<file path="src/i2cm_pkg.sv">
// Shared constants for the two-wire bus master block
package i2cm_pkg;
  // Register indexes; byte address is four times the index
  localparam logic [7:0] IDX_TX     = 8'h9A;
  localparam logic [7:0] IDX_RX     = 8'h9B;
  localparam logic [7:0] IDX_CFG    = 8'hAF;
  localparam logic [7:0] IDX_MODE   = 8'hE8;
  localparam logic [7:0] IDX_ADR    = 8'hE9;
  localparam logic [7:0] IDX_STAT   = 8'hEA;
  localparam logic [7:0] IDX_MASK   = 8'hEB;
  // Field positions
  localparam int         CFG_PSEL_BIT  = 0;
  localparam int         MODE_EN_BIT   = 7;
  localparam int         MODE_RATE_LSB = 5;
  localparam int         ST_BUSY       = 7;
  localparam int         ST_NOACK      = 6;
  localparam int         ST_RX         = 5;
  localparam int         ST_TX         = 4;
  localparam int         ST_TXWR       = 0;
  localparam logic [7:0] STAT_FLAGS    = 8'h71;
  // Reset values
  localparam logic [7:0] RST_REG8      = 8'h00;
  // Bus clock period in core cycles is DIV_BASE shifted by the rate code
  localparam int         DIV_BASE      = 16;
  localparam int         QUARTER_BASE  = DIV_BASE / 4;
  localparam logic [6:0] QUARTER_MAX   = 7'h20;
  localparam logic [3:0] ACK_BIT       = 4'h8;
endpackage

</file>
<file path="src/i2cm_master.sv">
// Two-wire bus master with register slave on APB
//
// Implementation choice: the APB register port.
`timescale 1ns/1ps
// Notes on behaviour
// - Port select bit routes pins to one peripheral
// - Pins only pulled low or released while port select routes them to the two-wire master
// - Start only on idle bus, address first
// - Data phase only after address acknowledge
// - Bytes continue until stop, then idle
// - Master makes clock at one of four rates
// - Clock period is 16 shifted by rate
// - Enable bit gates launch by address write
// - Address bits 7..1, direction bit 0
// - Direction one reads into receive buffer
// - Direction zero writes from transmit buffer
// - Read ends after count plus one bytes
// - Separate buffer and register addresses
// - Missing acknowledge sets flag, halts transfer
// - Transmit empty and receive data flags
// - Automatic master acknowledge, final no-acknowledge
// - Address rewrite mid-transfer gives repeated start
module i2cm_master
  import i2cm_pkg::*;
(
  input  wire logic        pclk,
  input  wire logic        presetn,
  input  wire logic        ce,
  input  wire logic        psel,
  input  wire logic        penable,
  input  wire logic        pwrite,
  input  wire logic [9:0]  paddr,
  input  wire logic [31:0] pwdata,
  output logic      [31:0] prdata,
  output logic             pready,
  output logic             pslverr,
  input  wire logic        scl_i,
  input  wire logic        sda_i,
  output logic             scl_o,
  output logic             scl_oe,
  output logic             sda_o,
  output logic             sda_oe,
  input  wire logic        spi_sclk_o,
  input  wire logic        spi_sclk_oe,
  input  wire logic        spi_mosi_o,
  input  wire logic        spi_mosi_oe,
  output logic             irq
);

  // ********************************
  // State
  // ********************************
  typedef enum logic [2:0] {S_IDLE, S_START, S_BIT, S_STOP, S_RESTART} i2cm_state_t;

  typedef struct packed {
    logic [7:0]  cfg;
    logic [7:0]  mode;
    logic [7:0]  adr;
    logic [7:0]  mask;
    logic [7:0]  flags;
    logic [7:0]  txb;
    logic        txfull;
    logic [7:0]  rxb;
    i2cm_state_t st;
    logic [1:0]  ph;
    logic [6:0]  div;
    logic [3:0]  bitc;
    logic [7:0]  sh;
    logic        is_adr;
    logic        rd;
    logic        nack;
    logic [4:0]  cnt;
    logic        pend;
    logic        scl_dr;
    logic        sda_dr;
  } i2cm_regs_t;

  i2cm_regs_t r_reg;
  i2cm_regs_t r_next;

  logic       wr_acc;
  logic       rd_acc;
  logic [7:0] idx;
  logic       hit;
  logic       tick;
  logic [6:0] quarter;
  logic       psel_i2c;
  logic       last;

  // ********************************
  // APB decode
  // ********************************
  assign idx     = paddr[9:2];
  assign hit     = idx inside {IDX_TX, IDX_RX, IDX_CFG, IDX_MODE, IDX_ADR, IDX_STAT, IDX_MASK};
  assign wr_acc  = psel && penable && pwrite && hit;
  assign rd_acc  = psel && penable && !pwrite && hit;
  assign pready  = 1'b1;
  assign pslverr = psel && penable && !hit;

  always_comb begin
    prdata = 32'h0000_0000;
    if (psel && !pwrite) begin
      case (idx)
        IDX_RX:   prdata[7:0] = r_reg.rxb;
        IDX_CFG:  prdata[7:0] = r_reg.cfg;
        IDX_MODE: prdata[7:0] = r_reg.mode;
        IDX_ADR:  prdata[7:0] = r_reg.adr;
        IDX_STAT: prdata[7:0] = {r_reg.st != S_IDLE, r_reg.flags[6:4],
                                 r_reg.txfull ? 2'b11 : 2'b00, r_reg.flags[1:0]};
        IDX_MASK: prdata[7:0] = r_reg.mask;
        default:  prdata = 32'h0000_0000;
      endcase
    end
  end

  // ********************************
  // Clock divider and pins
  // ********************************
  assign psel_i2c = r_reg.cfg[CFG_PSEL_BIT];
  assign quarter  = 7'(QUARTER_BASE) << r_reg.mode[MODE_RATE_LSB +: 2];
  assign tick     = ce && (r_reg.st != S_IDLE) && (r_reg.div == quarter - 7'h01);
  assign last     = !r_reg.is_adr && (r_reg.cnt == r_reg.mode[4:0]);

  assign scl_o  = psel_i2c ? 1'b0 : spi_sclk_o;
  assign sda_o  = psel_i2c ? 1'b0 : spi_mosi_o;
  assign scl_oe = psel_i2c ? r_reg.scl_dr : spi_sclk_oe;
  assign sda_oe = psel_i2c ? r_reg.sda_dr : spi_mosi_oe;
  assign irq    = |(r_reg.flags & r_reg.mask & STAT_FLAGS);

  // ********************************
  // Next state
  // ********************************
  always_comb begin
    r_next = r_reg;
    if (ce) begin
      if (wr_acc) begin
        case (idx)
          IDX_CFG:  r_next.cfg = pwdata[7:0];
          IDX_MODE: r_next.mode = pwdata[7:0];
          IDX_MASK: r_next.mask = pwdata[7:0];
          IDX_STAT: r_next.flags = r_reg.flags & (pwdata[7:0] | ~STAT_FLAGS);
          IDX_ADR: begin
            r_next.adr = pwdata[7:0];
            if (r_reg.mode[MODE_EN_BIT])
              r_next.pend = 1'b1;
          end
          default: r_next.cfg = r_reg.cfg;
        endcase
      end
      if (r_reg.st == S_IDLE)
        r_next.div = 7'h00;
      else if (tick)
        r_next.div = 7'h00;
      else
        r_next.div = r_reg.div + 7'h01;
      case (r_reg.st)
        S_IDLE: begin
          r_next.ph = 2'b00;
          if (r_reg.pend && r_reg.mode[MODE_EN_BIT] && psel_i2c && scl_i && sda_i) begin
            r_next.st = S_START;
            r_next.div = 7'h00;
          end
        end
        S_START: if (tick) begin
          r_next.ph = r_reg.ph + 2'b01;
          if (r_reg.ph == 2'b00)
            r_next.sda_dr = 1'b1;
          if (r_reg.ph == 2'b01) begin
            r_next.scl_dr = 1'b1;
            r_next.st     = S_BIT;
            r_next.ph     = 2'b00;
            r_next.bitc   = 4'h0;
            r_next.sh     = r_next.adr;
            r_next.is_adr = 1'b1;
            r_next.pend   = 1'b0;
            r_next.cnt    = 5'h00;
          end
        end
        S_BIT: if (tick) begin
          r_next.ph = r_reg.ph + 2'b01;
          case (r_reg.ph)
            2'b00: begin
              r_next.scl_dr = 1'b1;
              if (r_reg.bitc != ACK_BIT)
                r_next.sda_dr = (r_reg.is_adr || !r_reg.rd) && !r_reg.sh[7];
              else
                r_next.sda_dr = !r_reg.is_adr && r_reg.rd && !last;
            end
            2'b01: r_next.scl_dr = 1'b0;
            2'b10: begin
              if (r_reg.bitc != ACK_BIT)
                r_next.sh = {r_reg.sh[6:0], sda_i};
              else
                r_next.nack = sda_i;
            end
            default: begin
              r_next.scl_dr = 1'b1;
              r_next.bitc   = r_reg.bitc + 4'h1;
              if (r_reg.bitc == ACK_BIT) begin
                r_next.bitc   = 4'h0;
                r_next.is_adr = 1'b0;
                if (r_reg.is_adr)
                  r_next.rd = r_reg.sh[0] ^ 1'b0;
                if (!r_reg.is_adr && r_reg.rd) begin
                  r_next.rxb          = r_reg.sh;
                  r_next.flags[ST_RX] = 1'b1;
                  r_next.cnt          = r_reg.cnt + 5'h01;
                end
                if ((r_reg.is_adr || !r_reg.rd) && r_reg.nack) begin
                  r_next.flags[ST_NOACK] = 1'b1;
                  r_next.st              = S_STOP;
                  if (r_reg.txfull)
                    r_next.flags[ST_TX] = 1'b1;
                  r_next.txfull = 1'b0;
                end else if (r_reg.pend) begin
                  r_next.st = S_RESTART;
                end else if (r_reg.is_adr ? r_reg.adr[0] : r_reg.rd) begin
                  if (last)
                    r_next.st = S_STOP;
                end else if (r_reg.txfull) begin
                  r_next.sh           = r_reg.txb;
                  r_next.txfull       = 1'b0;
                  r_next.flags[ST_TX] = 1'b1;
                end else begin
                  r_next.st = S_STOP;
                end
              end
            end
          endcase
        end
        S_RESTART: if (tick) begin
          r_next.ph = r_reg.ph + 2'b01;
          case (r_reg.ph)
            2'b00:   r_next.sda_dr = 1'b0;
            2'b01:   r_next.scl_dr = 1'b0;
            2'b10:   r_next.sda_dr = 1'b1;
            default: begin
              r_next.st = S_START;
              r_next.ph = 2'b01;
            end
          endcase
        end
        S_STOP: if (tick) begin
          r_next.ph = r_reg.ph + 2'b01;
          case (r_reg.ph)
            2'b00:   r_next.sda_dr = 1'b1;
            2'b01:   r_next.scl_dr = 1'b0;
            2'b10:   r_next.sda_dr = 1'b0;
            default: r_next.st = S_IDLE;
          endcase
        end
        default: r_next.st = S_IDLE;
      endcase
      if (wr_acc && idx == IDX_TX) begin
        if (r_next.txfull)
          r_next.flags[ST_TXWR] = 1'b1;
        r_next.txb    = pwdata[7:0];
        r_next.txfull = 1'b1;
      end
    end
  end

  // ********************************
  // Registers
  // ********************************
  always_ff @(posedge pclk or negedge presetn) begin
    if (!presetn) begin
      r_reg <= '0;
    end else begin
      r_reg <= r_next;
    end
  end

  // ********************************
  // Assertions
  // ********************************
  property p_pin_route;
    @(posedge pclk) disable iff (!presetn)
    !psel_i2c |-> (scl_oe == spi_sclk_oe) && (sda_oe == spi_mosi_oe);
  endproperty
  a_pin_route: assert property (p_pin_route) else $error("pins not routed to spi");

  property p_low_only;
    @(posedge pclk) disable iff (!presetn)
    psel_i2c |-> !scl_o && !sda_o;
  endproperty
  a_low_only: assert property (p_low_only) else $error("pin driven high");

  property p_start_idle;
    @(posedge pclk) disable iff (!presetn)
    (r_reg.st == S_IDLE) ##1 (r_reg.st == S_START) |-> $past(scl_i && sda_i, 1);
  endproperty
  a_start_idle: assert property (p_start_idle) else $error("start on busy bus");

  property p_nack_halt;
    @(posedge pclk) disable iff (!presetn)
    tick && r_reg.st == S_BIT && r_reg.ph == 2'b11 && r_reg.bitc == ACK_BIT
      && r_reg.is_adr && r_reg.nack |=> r_reg.flags[ST_NOACK] && r_reg.st == S_STOP;
  endproperty
  a_nack_halt: assert property (p_nack_halt) else $error("nack not flagged");

  property p_enable;
    @(posedge pclk) disable iff (!presetn)
    r_reg.st == S_IDLE && !r_reg.mode[MODE_EN_BIT] |=> r_reg.st == S_IDLE;
  endproperty
  a_enable: assert property (p_enable) else $error("launch while disabled");

  property p_div_fast;
    @(posedge pclk) disable iff (!presetn)
    tick && ce && r_reg.mode[6:5] == 2'b00 && r_next.st != S_IDLE
      ##1 ce[*3] |-> ##1 tick;
  endproperty
  a_div_fast: assert property (p_div_fast) else $error("quarter period wrong");

  property p_rx_store;
    @(posedge pclk) disable iff (!presetn)
    tick && r_reg.st == S_BIT && r_reg.ph == 2'b11 && r_reg.bitc == ACK_BIT
      && !r_reg.is_adr && r_reg.rd |=> r_reg.flags[ST_RX] && r_reg.rxb == $past(r_reg.sh);
  endproperty
  a_rx_store: assert property (p_rx_store) else $error("rx byte not stored");

  property p_stop_idle;
    @(posedge pclk) disable iff (!presetn)
    tick && r_reg.st == S_STOP && r_reg.ph == 2'b11 |=> r_reg.st == S_IDLE && !scl_oe;
  endproperty
  a_stop_idle: assert property (p_stop_idle) else $error("no idle after stop");

  property p_irq;
    @(posedge pclk) disable iff (!presetn)
    r_reg.flags[ST_NOACK] && r_reg.mask[ST_NOACK] |-> irq;
  endproperty
  a_irq: assert property (p_irq) else $error("irq not raised");

  property p_ack_gen;
    @(posedge pclk) disable iff (!presetn)
    tick && r_reg.st == S_BIT && r_reg.ph == 2'b00 && r_reg.bitc == ACK_BIT
      && !r_reg.is_adr && r_reg.rd |=> r_reg.sda_dr == !$past(last);
  endproperty
  a_ack_gen: assert property (p_ack_gen) else $error("master ack wrong");

  property p_tx_load;
    @(posedge pclk) disable iff (!presetn)
    tick && r_reg.st == S_BIT && r_reg.ph == 2'b11 && r_reg.bitc == ACK_BIT && r_reg.txfull
      && (r_reg.is_adr ? !r_reg.adr[0] : !r_reg.rd) && !r_reg.nack && !r_reg.pend
      |=> r_reg.sh == $past(r_reg.txb) && r_reg.flags[ST_TX];
  endproperty
  a_tx_load: assert property (p_tx_load) else $error("tx byte not loaded");

  property p_restart;
    @(posedge pclk) disable iff (!presetn)
    tick && r_reg.st == S_BIT && r_reg.ph == 2'b11 && r_reg.bitc == ACK_BIT && r_reg.pend
      && !((r_reg.is_adr || !r_reg.rd) && r_reg.nack)
      |=> r_reg.st == S_RESTART;
  endproperty
  a_restart: assert property (p_restart) else $error("no repeated start");

  property p_read_stop;
    @(posedge pclk) disable iff (!presetn)
    tick && r_reg.st == S_BIT && r_reg.ph == 2'b11 && r_reg.bitc == ACK_BIT
      && !r_reg.is_adr && r_reg.rd && last && !r_reg.pend |=> r_reg.st == S_STOP;
  endproperty
  a_read_stop: assert property (p_read_stop) else $error("read not ended");

  property p_adr_first;
    @(posedge pclk) disable iff (!presetn)
    tick && r_reg.st == S_START && r_reg.ph == 2'b01
      |=> r_reg.is_adr && r_reg.sh == r_reg.adr;
  endproperty
  a_adr_first: assert property (p_adr_first) else $error("address not first");

  c_write_byte: cover property (@(posedge pclk) disable iff (!presetn)
    r_reg.st == S_BIT && !r_reg.rd && !r_reg.is_adr ##1 r_reg.st == S_STOP);
  c_read_byte: cover property (@(posedge pclk) disable iff (!presetn)
    $rose(r_reg.flags[ST_RX]));
  c_nack: cover property (@(posedge pclk) disable iff (!presetn)
    $rose(r_reg.flags[ST_NOACK]));
  c_restart: cover property (@(posedge pclk) disable iff (!presetn)
    r_reg.st == S_RESTART);

endmodule

</file>
<file path="config.mk">
export PLATFORM = sky130hd
export DESIGN_NAME = i2cm_master
export DESIGN_NICKNAME = d
export VERILOG_FILES = /design/src/i2cm_pkg.sv /design/src/i2cm_master.sv
export SDC_FILE = /design/constraint.sdc
export NUM_CORES = 1
export LEC_CHECK = 0
export ABC_CLOCK_PERIOD_IN_PS = 3600
export BUFFER_PORTS_ARGS = -buffer_cell sky130_fd_sc_hd__buf_2
export CAP_MARGIN = 20
export CORE_ASPECT_RATIO = 0.5
export CORE_MARGIN = 2
export CORE_UTILIZATION = 57
export CTS_CLUSTER_DIAMETER = 200
export CTS_CLUSTER_SIZE = 16
export DETAILED_ROUTE_END_ITERATION = 10
export PLACE_DENSITY = 0.81
export SLEW_MARGIN = 10
export SYNTH_ARGS = -nofsm -noshare
export SYNTH_HDL_FRONTEND = slang
export SYNTH_SLANG_ARGS = --single-unit
</file>
<file path="constraint.sdc">
create_clock -name pclk -period 3.6 [get_ports pclk]
set_input_delay 0.54 -clock pclk [delete_from_list [all_inputs] [get_ports pclk]]
set_output_delay 0.54 -clock pclk [all_outputs]
set_load 0.1 [all_outputs]
</file>
==> results of run 1 <==
layer usage:
metal	wire (um)	up-vias	track usage (%)
met2	6190	210	42.2
li1	-	1988	-
met3	991	18	6.04
met4	197	0	8.89
met1	5780	2153	38.4
met5	0	-	0
kinds of logic after synthesis:
kind of cell | count (synthesis) | synth area share (%)
compound gates | 130 | 16.6
xor+xnor | 9 | 1.46
fa+ha+maj | 9 | 2.08
buf+inv | 69 | 6.97
flops | 88 | 40.8
mux | 77 | 17.8
other cells | 2 | 0.139
simple gates | 150 | 14.2
per-stage QoR:
step	instances	TNS, ns	setup WS, ns	total power, mW
finish	695	0	0.440	2.85
global route	695	0	0.280	3.00
CTS	695	0	0.443	2.85
detailed placement	679	0	0.462	1.87
global placement	679	0	0.516	1.86
floorplan	557	-0.990	-0.323	1.72
cell usage after synthesis, types with 5 or more instances:
cell / instances / share of area (%)
sky130_fd_sc_hd__a21oi_1: 27 / 2.5
sky130_fd_sc_hd__o21ai_1: 5 / 0.46
sky130_fd_sc_hd__o31ai_1: 6 / 0.83
sky130_fd_sc_hd__dfrtp_1: 88 / 41
sky130_fd_sc_hd__xor2_1: 6 / 0.97
sky130_fd_sc_hd__and3_1: 6 / 0.69
sky130_fd_sc_hd__inv_1: 15 / 1.0
sky130_fd_sc_hd__nor2b_1: 6 / 0.69
sky130_fd_sc_hd__o22ai_1: 11 / 1.3
sky130_fd_sc_hd__nand3_1: 13 / 1.2
sky130_fd_sc_hd__nand2_1: 50 / 3.5
sky130_fd_sc_hd__mux2i_1: 10 / 1.9
sky130_fd_sc_hd__mux2_2: 52 / 11
sky130_fd_sc_hd__nor3_1: 6 / 0.56
sky130_fd_sc_hd__mux4_2: 7 / 2.9
sky130_fd_sc_hd__buf_4: 26 / 3.6
sky130_fd_sc_hd__a22oi_1: 11 / 1.5
sky130_fd_sc_hd__mux2_4: 8 / 2.2
sky130_fd_sc_hd__nand2b_1: 8 / 0.93
sky130_fd_sc_hd__nor2_1: 27 / 1.9
sky130_fd_sc_hd__clkbuf_1: 19 / 1.3
sky130_fd_sc_hd__ha_1: 9 / 2.1
sky130_fd_sc_hd__o21ai_0: 30 / 2.8
sky130_fd_sc_hd__nand4_1: 5 / 0.58
sky130_fd_sc_hd__o211ai_1: 5 / 0.69
power groups by stage:
stage	Sequential, mW	Clock [mW]	Combinational (mW)
detailed placement	1.16	0	0.716
CTS	1.14	0.987	0.725
global placement	1.16	0	0.702
finish	1.14	0.977	0.733
global route	1.16	1.03	0.806
floorplan	1.12	0	0.603
cell type report:
type,count,area [um^2],share of cell area (%)
Multi-Input combinational cell,400,2930,48.8
Sequential cell,88,2200,36.6
Inverter,15,56.3,0.936
Timing Repair Buffer,55,358,5.95
Clock buffer,10,239,3.97
Clock inverter,6,72.6,1.21
Tap cell,121,151,2.52
final timing paths:
check | startpoint | endpoint | slack (ns)
max | r_reg[82] | r_reg[21] | 0.44
min | presetn | r_reg[46] | 0.11
max reg2reg | r_reg[82] | r_reg[21] | 0.44
min reg2reg | r_reg[23] | r_reg[23] | 0.50
max in group asynchronous | presetn | r_reg[23] | 2.70
min in group pclk | sda_i | r_reg[8] | 0.48
placed cells by master (no fill, tap or decap), drive strengths merged, types with 6 or more instances in the layout:
cell / Yosys / routed
a22oi: 11 / 11
buf: 35 / 55
nand3: 13 / 13
mux2: 60 / 60
inv: 15 / 19
o31ai: 6 / 6
mux4: 7 / 7
nand2b: 8 / 8
dfrtp: 88 / 88
ha: 9 / 9
and3: 6 / 6
o22ai: 11 / 11
nor3: 8 / 8
nor2b: 6 / 6
conb: 2 / 25
clkbuf: 19 / 10
xor2: 6 / 6
mux2i: 10 / 10
o21ai: 35 / 35
nor2: 28 / 28
a21oi: 27 / 27
nand2: 50 / 50
critical path, delay by kind of cell, from the launching register on:
| family | cells | cell delay, ns |
|---|---|---|
| AOI/OAI and AO/OA | 2 | 0.42 |
| adders and majority gates | 1 | 0.23 |
| and+or+nand+nor | 5 | 1.96 |
| DFF | 1 | 0.48 |
==> flow_metrics.env, run 1 <==
export IMPL_layout_drive_gt1_share_pct=27.2
export IMPL_hold_fix_buffer_count_after_cts=0
export IMPL_ff2ff_path_depth=8
export IMPL_area_growth_syn_to_layout_pct=11.3
export IMPL_overflow=0
export IMPL_fin_worst_hold_slack_ns=0.114
export IMPL_vias_in_the_first_global_route=4121
export IMPL_maximum_vdd_drop_uv=259
export IMPL_placed_cell_area_mm2=0.00570
export IMPL_vias_per_cell=6.29
export IMPL_dp_hpwl_um=8900
export IMPL_min_delay_path_class="in -> async"
export IMPL_remaining_drc_errors=0
export IMPL_final_fill_count=703
export IMPL_synth_edff_count=0
export IMPL_core_area_mm2=0.00932
export IMPL_routed_wirelength_um=13200
export IMPL_post_route_cell_area_mm2=0.00601
export IMPL_cts_inserted_buffers=9
export IMPL_global_route_wire_length_before_repair_um=21500
export IMPL_gp_congestion=0.895
export IMPL_drt_iter0_drc=427
export IMPL_fin_skew_ns=0.00758
export IMPL_synth_cell_area_mm2=0.00540
export IMPL_finalCoreUtilization_pct=64.5
export IMPL_grt_setup_unrepaired="no"
export IMPL_post_synth_cell_area_avg_um2=10.1
export IMPL_critical_path_max_fanout=12
export IMPL_detailroute_via_count=4369
export IMPL_async_reset_ff_share_pct=100
export IMPL_floorplan_initialDensity_pct=58.0
export IMPL_port_buffers=41
export IMPL_clock_tree_buffer_depth=2
export IMPL_timing_final_setup_violations=0
export IMPL_deepest_level_of_the_cts_h_tree=3
export IMPL_post_cts_setup_buffer_count=0
export IMPL_synth_ff_latch_count=88
export IMPL_cts_tree="built"
export IMPL_design_portCount=93
export IMPL_cp_data_required_time_ns=3.87
export IMPL_fp_dieH_um=72.8
export IMPL_synthFlopType="sky130_fd_sc_hd__dfrtp_1"
export IMPL_timing_final_hold_violations=0
export IMPL_antenna_cells_inserted=0
export IMPL_crit_arrival_ns=3.43
export IMPL_global_route_usage_total_pct=27.2
export IMPL_power_density_cell_area_mw_per_mm2=475
export IMPL_yosysWarningCount=0
export IMPL_clkSinkCount=88
export IMPL_route_antenna_remaining_nets=0
export IMPL_power_sequential_fraction_pct=40.1
export IMPL_leakage_nw=2.79
export IMPL_timing_max_cap_violations=0
export IMPL_critical_path_class="reg -> reg"
export IMPL_cp_slowest_stage_delay_ns=0.58
export IMPL_path_clk_slew_ns=0.07
export IMPL_post_synthesis_sequential_area_ratio_pct=40.8
export IMPL_clk_latency_ns=0.35
export IMPL_timing_critical_path_to_type="register"
export IMPL_result_of_the_run="finished, final reports clean"
export IMPL_power_share_combinational_pct=25.7
export IMPL_series_of_cell_instances_along_the_critical_path="or2_2 > ha_1 > or4_1 > nor2_4 > o311a_2 > nand2_1 > or3_1 > o21ai_1"
export IMPL_post_cts_resized=0
export IMPL_final_max_slew_viol_count=0
export IMPL_num_rows=25
export IMPL_largest_register_ff_count=87
export IMPL_fmax_mhz=316
export IMPL_finalWorstPathRequiredPeriod_ns=3.16
export IMPL_die_outline_area_mm2=0.0103
export IMPL_total_switching_power_mw=1.01
export IMPL_clock_tree_root_cell="sky130_fd_sc_hd__clkbuf_16"
export IMPL_grt_max_degree=34
export IMPL_slew_headroom_pct=19.1
export IMPL_switch_share_pct=35.5
export IMPL_timing_critical_path_from_type="register"
export IMPL_antenna_found_initial=0
export IMPL_share_clk_of_total_power_pct=34.2
export IMPL_cell_internal_pwr_mw=1.84
export IMPL_total_number_of_nets_in_the_final_design=632
export IMPL_count_of_tritonroute_iterations_in_the_first_routing_pass=5
export IMPL_finalCritPeriodShare_pct=87.8
export IMPL_dieWidth_um=142
export IMPL_slowest_stage_cell_on_the_critical_path="sky130_fd_sc_hd__or4_1"
export IMPL_wire_per_inst_um=18.9
export IMPL_tightest_slew_ns=1.20
export IMPL_synth_lib_cells_used_distinct=70
export IMPL_synthCells=534
(Power assumes the default switching activity.)
==> inputs of run 2 (changes only) <==
--- a/config.mk
+++ b/config.mk
@@ -10,11 +10,11 @@
 export CAP_MARGIN = 20
 export CORE_ASPECT_RATIO = 0.5
 export CORE_MARGIN = 2
-export CORE_UTILIZATION = 57
+export CORE_UTILIZATION = 55
 export CTS_CLUSTER_DIAMETER = 200
 export CTS_CLUSTER_SIZE = 16
 export DETAILED_ROUTE_END_ITERATION = 10
-export PLACE_DENSITY = 0.81
+export PLACE_DENSITY = 0.78
 export SLEW_MARGIN = 10
 export SYNTH_ARGS = -nofsm -noshare
 export SYNTH_HDL_FRONTEND = slang
==> flow_metrics.env, run 2 (same netlist as run 1, synthesis figures left out) <==
export IMPL_result_of_the_run="finished, final reports clean"
export IMPL_slew_headroom_pct=33.8
export IMPL_min_delay_path_class="in -> async"
export IMPL_final_max_slew_viol_count=0
export IMPL_drt_iter0_drc=438
export IMPL_fin_skew_ns=0.00760
export IMPL_clock_tree_root_cell="sky130_fd_sc_hd__clkbuf_16"
export IMPL_timing_final_hold_violations=0
export IMPL_vias_per_cell=6.09
export IMPL_design_portCount=93
export IMPL_power_density_cell_area_mw_per_mm2=464
export IMPL_dieWidth_um=144
export IMPL_global_route_usage_total_pct=26.1
export IMPL_fmax_mhz=320
export IMPL_antenna_found_initial=0
export IMPL_count_of_tritonroute_iterations_in_the_first_routing_pass=7
export IMPL_cts_inserted_buffers=9
export IMPL_critical_path_max_fanout=12
export IMPL_largest_register_ff_count=87
export IMPL_ff2ff_path_depth=8
export IMPL_timing_critical_path_max_delay_family="simple AND/OR/NAND/NOR gates"
export IMPL_overflow=0
export IMPL_timing_critical_path_to_type="register"
export IMPL_maximum_vdd_drop_uv=220
export IMPL_num_rows=25
export IMPL_timing_final_setup_violations=0
export IMPL_reg2reg_to="r_reg[21]"
export IMPL_post_cts_resized=0
export IMPL_crit_arrival_ns=3.40
export IMPL_fin_worst_hold_slack_ns=0.196
export IMPL_total_number_of_nets_in_the_final_design=632
export IMPL_final_cell_mix="88 x sky130_fd_sc_hd__dfrtp_1, 52 x sky130_fd_sc_hd__mux2_2, 50 x sky130_fd_sc_hd__nand2_1, 37 x sky130_fd_sc_hd__buf_2, 30 x sky130_fd_sc_hd__o21ai_0"
export IMPL_grt_setup_unrepaired="no"
export IMPL_die_outline_area_mm2=0.0107
export IMPL_mostFrequentLayoutCell="sky130_fd_sc_hd__dfrtp_1"
export IMPL_gp_congestion=0.899
export IMPL_vias_in_the_first_global_route=4113
export IMPL_fp_dieH_um=74.1
export IMPL_timing_rr_start="r_reg[82]"
export IMPL_finalCoreUtilization_pct=63.2
export IMPL_core_area_mm2=0.00951
export IMPL_grt_max_degree=50
export IMPL_series_of_cell_instances_along_the_critical_path="or2_2 > ha_1 > or4_1 > nor2_4 > o311a_2 > nand2_1 > or3_1 > o21ai_1"
export IMPL_floorplan_initialDensity_pct=56.8
export IMPL_route_antenna_remaining_nets=0
export IMPL_finalCritPeriodShare_pct=86.7
export IMPL_global_route_wire_length_before_repair_um=21000
export IMPL_slowest_stage_cell_on_the_critical_path="sky130_fd_sc_hd__or4_1"
export IMPL_timing_max_cap_violations=0
export IMPL_cp_data_required_time_ns=3.88
export IMPL_dp_hpwl_um=9130
export IMPL_clkSinkCount=88
export IMPL_worst_reg2reg_setup_slack_ns=0.48
export IMPL_clk_latency_ns=0.35
export IMPL_detailroute_via_count=4316
export IMPL_deepest_level_of_the_cts_h_tree=3
export IMPL_hold_fix_buffer_count_after_cts=0
export IMPL_post_cts_setup_buffer_count=0
export IMPL_tightest_slew_ns=0.980
export IMPL_critical_path_class="reg -> reg"
export IMPL_wire_per_inst_um=18.5
export IMPL_finalWorstPathRequiredPeriod_ns=3.12
export IMPL_path_clk_slew_ns=0.07
export IMPL_remaining_drc_errors=0
export IMPL_area_growth_syn_to_layout_pct=11.2
export IMPL_layout_drive_gt1_share_pct=27.2
export IMPL_timing_critical_path_from_type="register"
export IMPL_cp_slowest_stage_delay_ns=0.58
export IMPL_leakage_nw=2.77
export IMPL_routed_wirelength_um=13100
export IMPL_critPathBufInv=0
export IMPL_port_buffers=41
export IMPL_antenna_cells_inserted=0
export IMPL_cts_tree="built"
export IMPL_clock_tree_buffer_depth=2
run 2: worst max path at each step:
stage | startpoint | to | slack, ns | cells past startpoint
floorplan | paddr[3] | prdata[1] | -0.32 | 7
global placement | r_reg[82] | r_reg[21] | 0.54 | 8
detailed placement | r_reg[82] | r_reg[19] | 0.51 | 8
CTS | r_reg[82] | r_reg[21] | 0.49 | 8
global route | r_reg[82] | r_reg[19] | 0.26 | 8
finish | r_reg[82] | r_reg[21] | 0.48 | 8
run 2: layer usage:
metal,part of all wire (%),vias up,global-route usage (%)
met4,1.5,0,9.39
met3,7.6,20,6.37
li1,-,1981,-
met5,0,-,0
met1,45,2115,36.5
met2,46,200,40.6
run 2: power breakdown:
part / switching [mW] / internal, mW
clock: 0.431 / 0.482
combinational: 0.509 / 0.221
sequential: 0.0933 / 1.05
total: 1.03 / 1.75
run 2: cell type report:
cell class	count	area, um^2
Fill cell	733	3500
Multi-Input combinational cell	400	2930
Sequential cell	88	2200
Timing Repair Buffer	55	358
Clock buffer	9	225
Tap cell	135	169
Clock inverter	7	62.6
Inverter	15	56.3
run 2: worst register-to-register path: stages, from the launching register on:
cell and delay, ns:
sky130_fd_sc_hd__dfrtp_1 0.48, sky130_fd_sc_hd__or2_2 0.34, sky130_fd_sc_hd__ha_1 0.23, sky130_fd_sc_hd__or4_1 0.58, sky130_fd_sc_hd__nor2_4 0.20, sky130_fd_sc_hd__o311a_2 0.27
sky130_fd_sc_hd__nand2_1 0.35, sky130_fd_sc_hd__or3_1 0.48, sky130_fd_sc_hd__o21ai_1 0.14
run 2: through the flow:
step / cells / instance area (um^2) / worst slack, ns / TNS (ns) / total power, mW
floorplan: 557 / 5510 / -0.323 / -0.990 / 1.72
global placement: 693 / 5720 / 0.543 / 0 / 1.86
detailed placement: 693 / 5720 / 0.508 / 0 / 1.88
CTS: 709 / 6010 / 0.488 / 0 / 2.78
global route: 709 / 6010 / 0.264 / 0 / 2.91
finish: 709 / 6010 / 0.477 / 0 / 2.79
==> inputs of run 3 (changes only) <==
--- a/config.mk
+++ b/config.mk
@@ -15,6 +15,7 @@
 export CTS_CLUSTER_SIZE = 16
 export DETAILED_ROUTE_END_ITERATION = 10
 export PLACE_DENSITY = 0.78
+export REMOVE_ABC_BUFFERS = 1
 export SLEW_MARGIN = 10
 export SYNTH_ARGS = -nofsm -noshare
 export SYNTH_HDL_FRONTEND = slang
==> flow_metrics.env, run 3 (same netlist as run 1, synthesis figures left out) <==
export IMPL_largest_register_ff_count=87
export IMPL_slew_headroom_pct=48.3
export IMPL_result_of_the_run="finished, final reports clean"
export IMPL_timing_final_hold_violations=0
export IMPL_design_portCount=93
export IMPL_maximum_vdd_drop_uv=286
export IMPL_dieWidth_um=144
export IMPL_power_density_cell_area_mw_per_mm2=471
export IMPL_fp_dieH_um=74.1
export IMPL_dp_hpwl_um=9070
export IMPL_vias_per_cell=6.20
export IMPL_clock_tree_buffer_depth=2
export IMPL_routed_wirelength_um=13200
export IMPL_fmax_mhz=313
export IMPL_wire_per_inst_um=18.6
export IMPL_post_route_cell_area_mm2=0.00605
export IMPL_clk_latency_ns=0.35
export IMPL_vias_in_the_first_global_route=4072
export IMPL_critical_path_class="reg -> reg"
export IMPL_timing_rr_start="r_reg[82]"
export IMPL_cts_tree="built"
export IMPL_tightest_slew_ns=0.769
export IMPL_core_area_mm2=0.00951
export IMPL_timing_max_cap_violations=0
export IMPL_post_cts_resized=0
export IMPL_final_fill_count=757
export IMPL_drt_iter0_drc=419
export IMPL_final_max_slew_viol_count=0
export IMPL_reg2reg_to="r_reg[18]"
export IMPL_placed_cell_area_mm2=0.00573
export IMPL_antenna_cells_inserted=0
export IMPL_global_route_usage_total_pct=26.3
export IMPL_total_number_of_nets_in_the_final_design=633
export IMPL_global_route_wire_length_before_repair_um=21100
export IMPL_detailroute_via_count=4400
export IMPL_cp_slowest_stage_delay_ns=0.56
export IMPL_post_cts_setup_buffer_count=0
export IMPL_setup_tns_final_ns=0
export IMPL_finalCritPeriodShare_pct=88.8
export IMPL_deepest_level_of_the_cts_h_tree=3
export IMPL_crit_arrival_ns=3.43
export IMPL_timing_critical_path_from_type="register"
export IMPL_route_antenna_remaining_nets=0
export IMPL_final_cell_mix="88 x sky130_fd_sc_hd__dfrtp_1, 52 x sky130_fd_sc_hd__mux2_2, 50 x sky130_fd_sc_hd__nand2_1, 35 x sky130_fd_sc_hd__buf_2, 30 x sky130_fd_sc_hd__o21ai_0"
export IMPL_clkSinkCount=88
export IMPL_slowest_stage_cell_on_the_critical_path="sky130_fd_sc_hd__a211o_1"
export IMPL_min_delay_path_class="in -> async"
export IMPL_clock_tree_root_cell="sky130_fd_sc_hd__clkbuf_16"
export IMPL_path_clk_slew_ns=0.07
export IMPL_count_of_tritonroute_iterations_in_the_first_routing_pass=5
export IMPL_overflow=0
export IMPL_series_of_cell_instances_along_the_critical_path="or2_2 > ha_1 > xnor2_1 > a2111oi_4 > o311ai_4 > a211o_1 > mux2_4"
export IMPL_mostFrequentLayoutCell="sky130_fd_sc_hd__dfrtp_1"
export IMPL_finalWorstPathRequiredPeriod_ns=3.20
export IMPL_timing_critical_path_to_type="register"
export IMPL_layout_drive_gt1_share_pct=26.6
export IMPL_antenna_found_initial=0
export IMPL_die_outline_area_mm2=0.0107
export IMPL_grt_max_degree=46
export IMPL_port_buffers=41
export IMPL_ff2ff_path_depth=7
export IMPL_hold_fix_buffer_count_after_cts=0
export IMPL_worst_reg2reg_setup_slack_ns=0.40
export IMPL_fin_skew_ns=0.00782
export IMPL_cp_data_required_time_ns=3.83
export IMPL_area_growth_syn_to_layout_pct=11.9
export IMPL_num_rows=25
export IMPL_grt_setup_unrepaired="no"
export IMPL_cts_inserted_buffers=9
export IMPL_gp_congestion=0.959
export IMPL_critical_path_max_fanout=18
export IMPL_leakage_nw=2.79
export IMPL_timing_final_setup_violations=0
export IMPL_floorplan_initialDensity_pct=56.8
export IMPL_remaining_drc_errors=0
[run 3: cell count changes in the layout (fill, tap and decap cells not counted), sizes merged]
cell,delta
clkinv,-1
bufinv,+1
clkinvlp,-1
clkbuf,+2
[run 3: power by group]
part           total (mW)  leakage (nW)  switching, mW  internal (mW)
sequential           1.15          1.21         0.0938           1.05
combinational       0.723          1.42          0.504          0.219
clock               0.980         0.156          0.412          0.568
total                2.85          2.79           1.01           1.84
[run 3: how the worst max path moves through the flow]
stage          startpoint        end  cells after the start
2_1_floorplan    paddr[7]    pslverr                      3
3_3_place_gp    r_reg[82]  r_reg[15]                      7
3_5_place_dp    r_reg[82]  r_reg[17]                      7
4_1_cts         r_reg[82]  r_reg[18]                      7
5_1_grt         r_reg[82]  r_reg[17]                      7
6_report        r_reg[82]  r_reg[18]                      7
[run 3: area by class of cell]
class                   instances  area, um^2  area share (%)
well taps                     135         169            2.79
repair buffers                 56         393            6.50
flip-flops and latches         88        2200            36.4
multi-input cells             400        2920            48.2
inverters                      15        56.3           0.931
clock inverters                 6        72.6            1.20
clock buffers                  10         239            3.95
[run 3: routing by layer]
| layer | vias up | GRT usage (%) | share of wire, % |
|---|---|---|---|
| met5 | - | 0 | 0 |
| met3 | 17 | 5.99 | 8.3 |
| met1 | 2171 | 35.6 | 43 |
| met4 | 0 | 8.20 | 1.3 |
| li1 | 1991 | - | - |
| met2 | 221 | 43.0 | 47 |
[run 3: worst max-delay path: cells and delay by family (launching register included)]
| kind | cells | cell delay [ns] |
|---|---|---|
| AO/OA/AOI/OAI | 3 | 1.36 |
| flip-flops | 1 | 0.48 |
| adder cells (fa/ha/maj) | 1 | 0.33 |
| XOR/XNOR | 1 | 0.16 |
| AND/OR/NAND/NOR | 1 | 0.34 |
| multiplexers | 1 | 0.39 |
[run 3: stage by stage]
| stage | power (mW) | setup WS (ns) | hold WS, ns | utilization, % | instances |
|---|---|---|---|---|---|
| after floorplan | 1.67 | -2.54 | 0.244 | - | 503 |
| after global placement | 1.85 | 0.527 | 0.478 | 60.3 | 693 |
| after detailed placement | 1.87 | 0.466 | 0.495 | 60.3 | 693 |
| after CTS | 2.85 | 0.423 | 0.195 | 63.6 | 709 |
| after global routing | 2.99 | 0.253 | 0.221 | 63.6 | 710 |
| final | 2.85 | 0.403 | 0.185 | 63.6 | 710 |
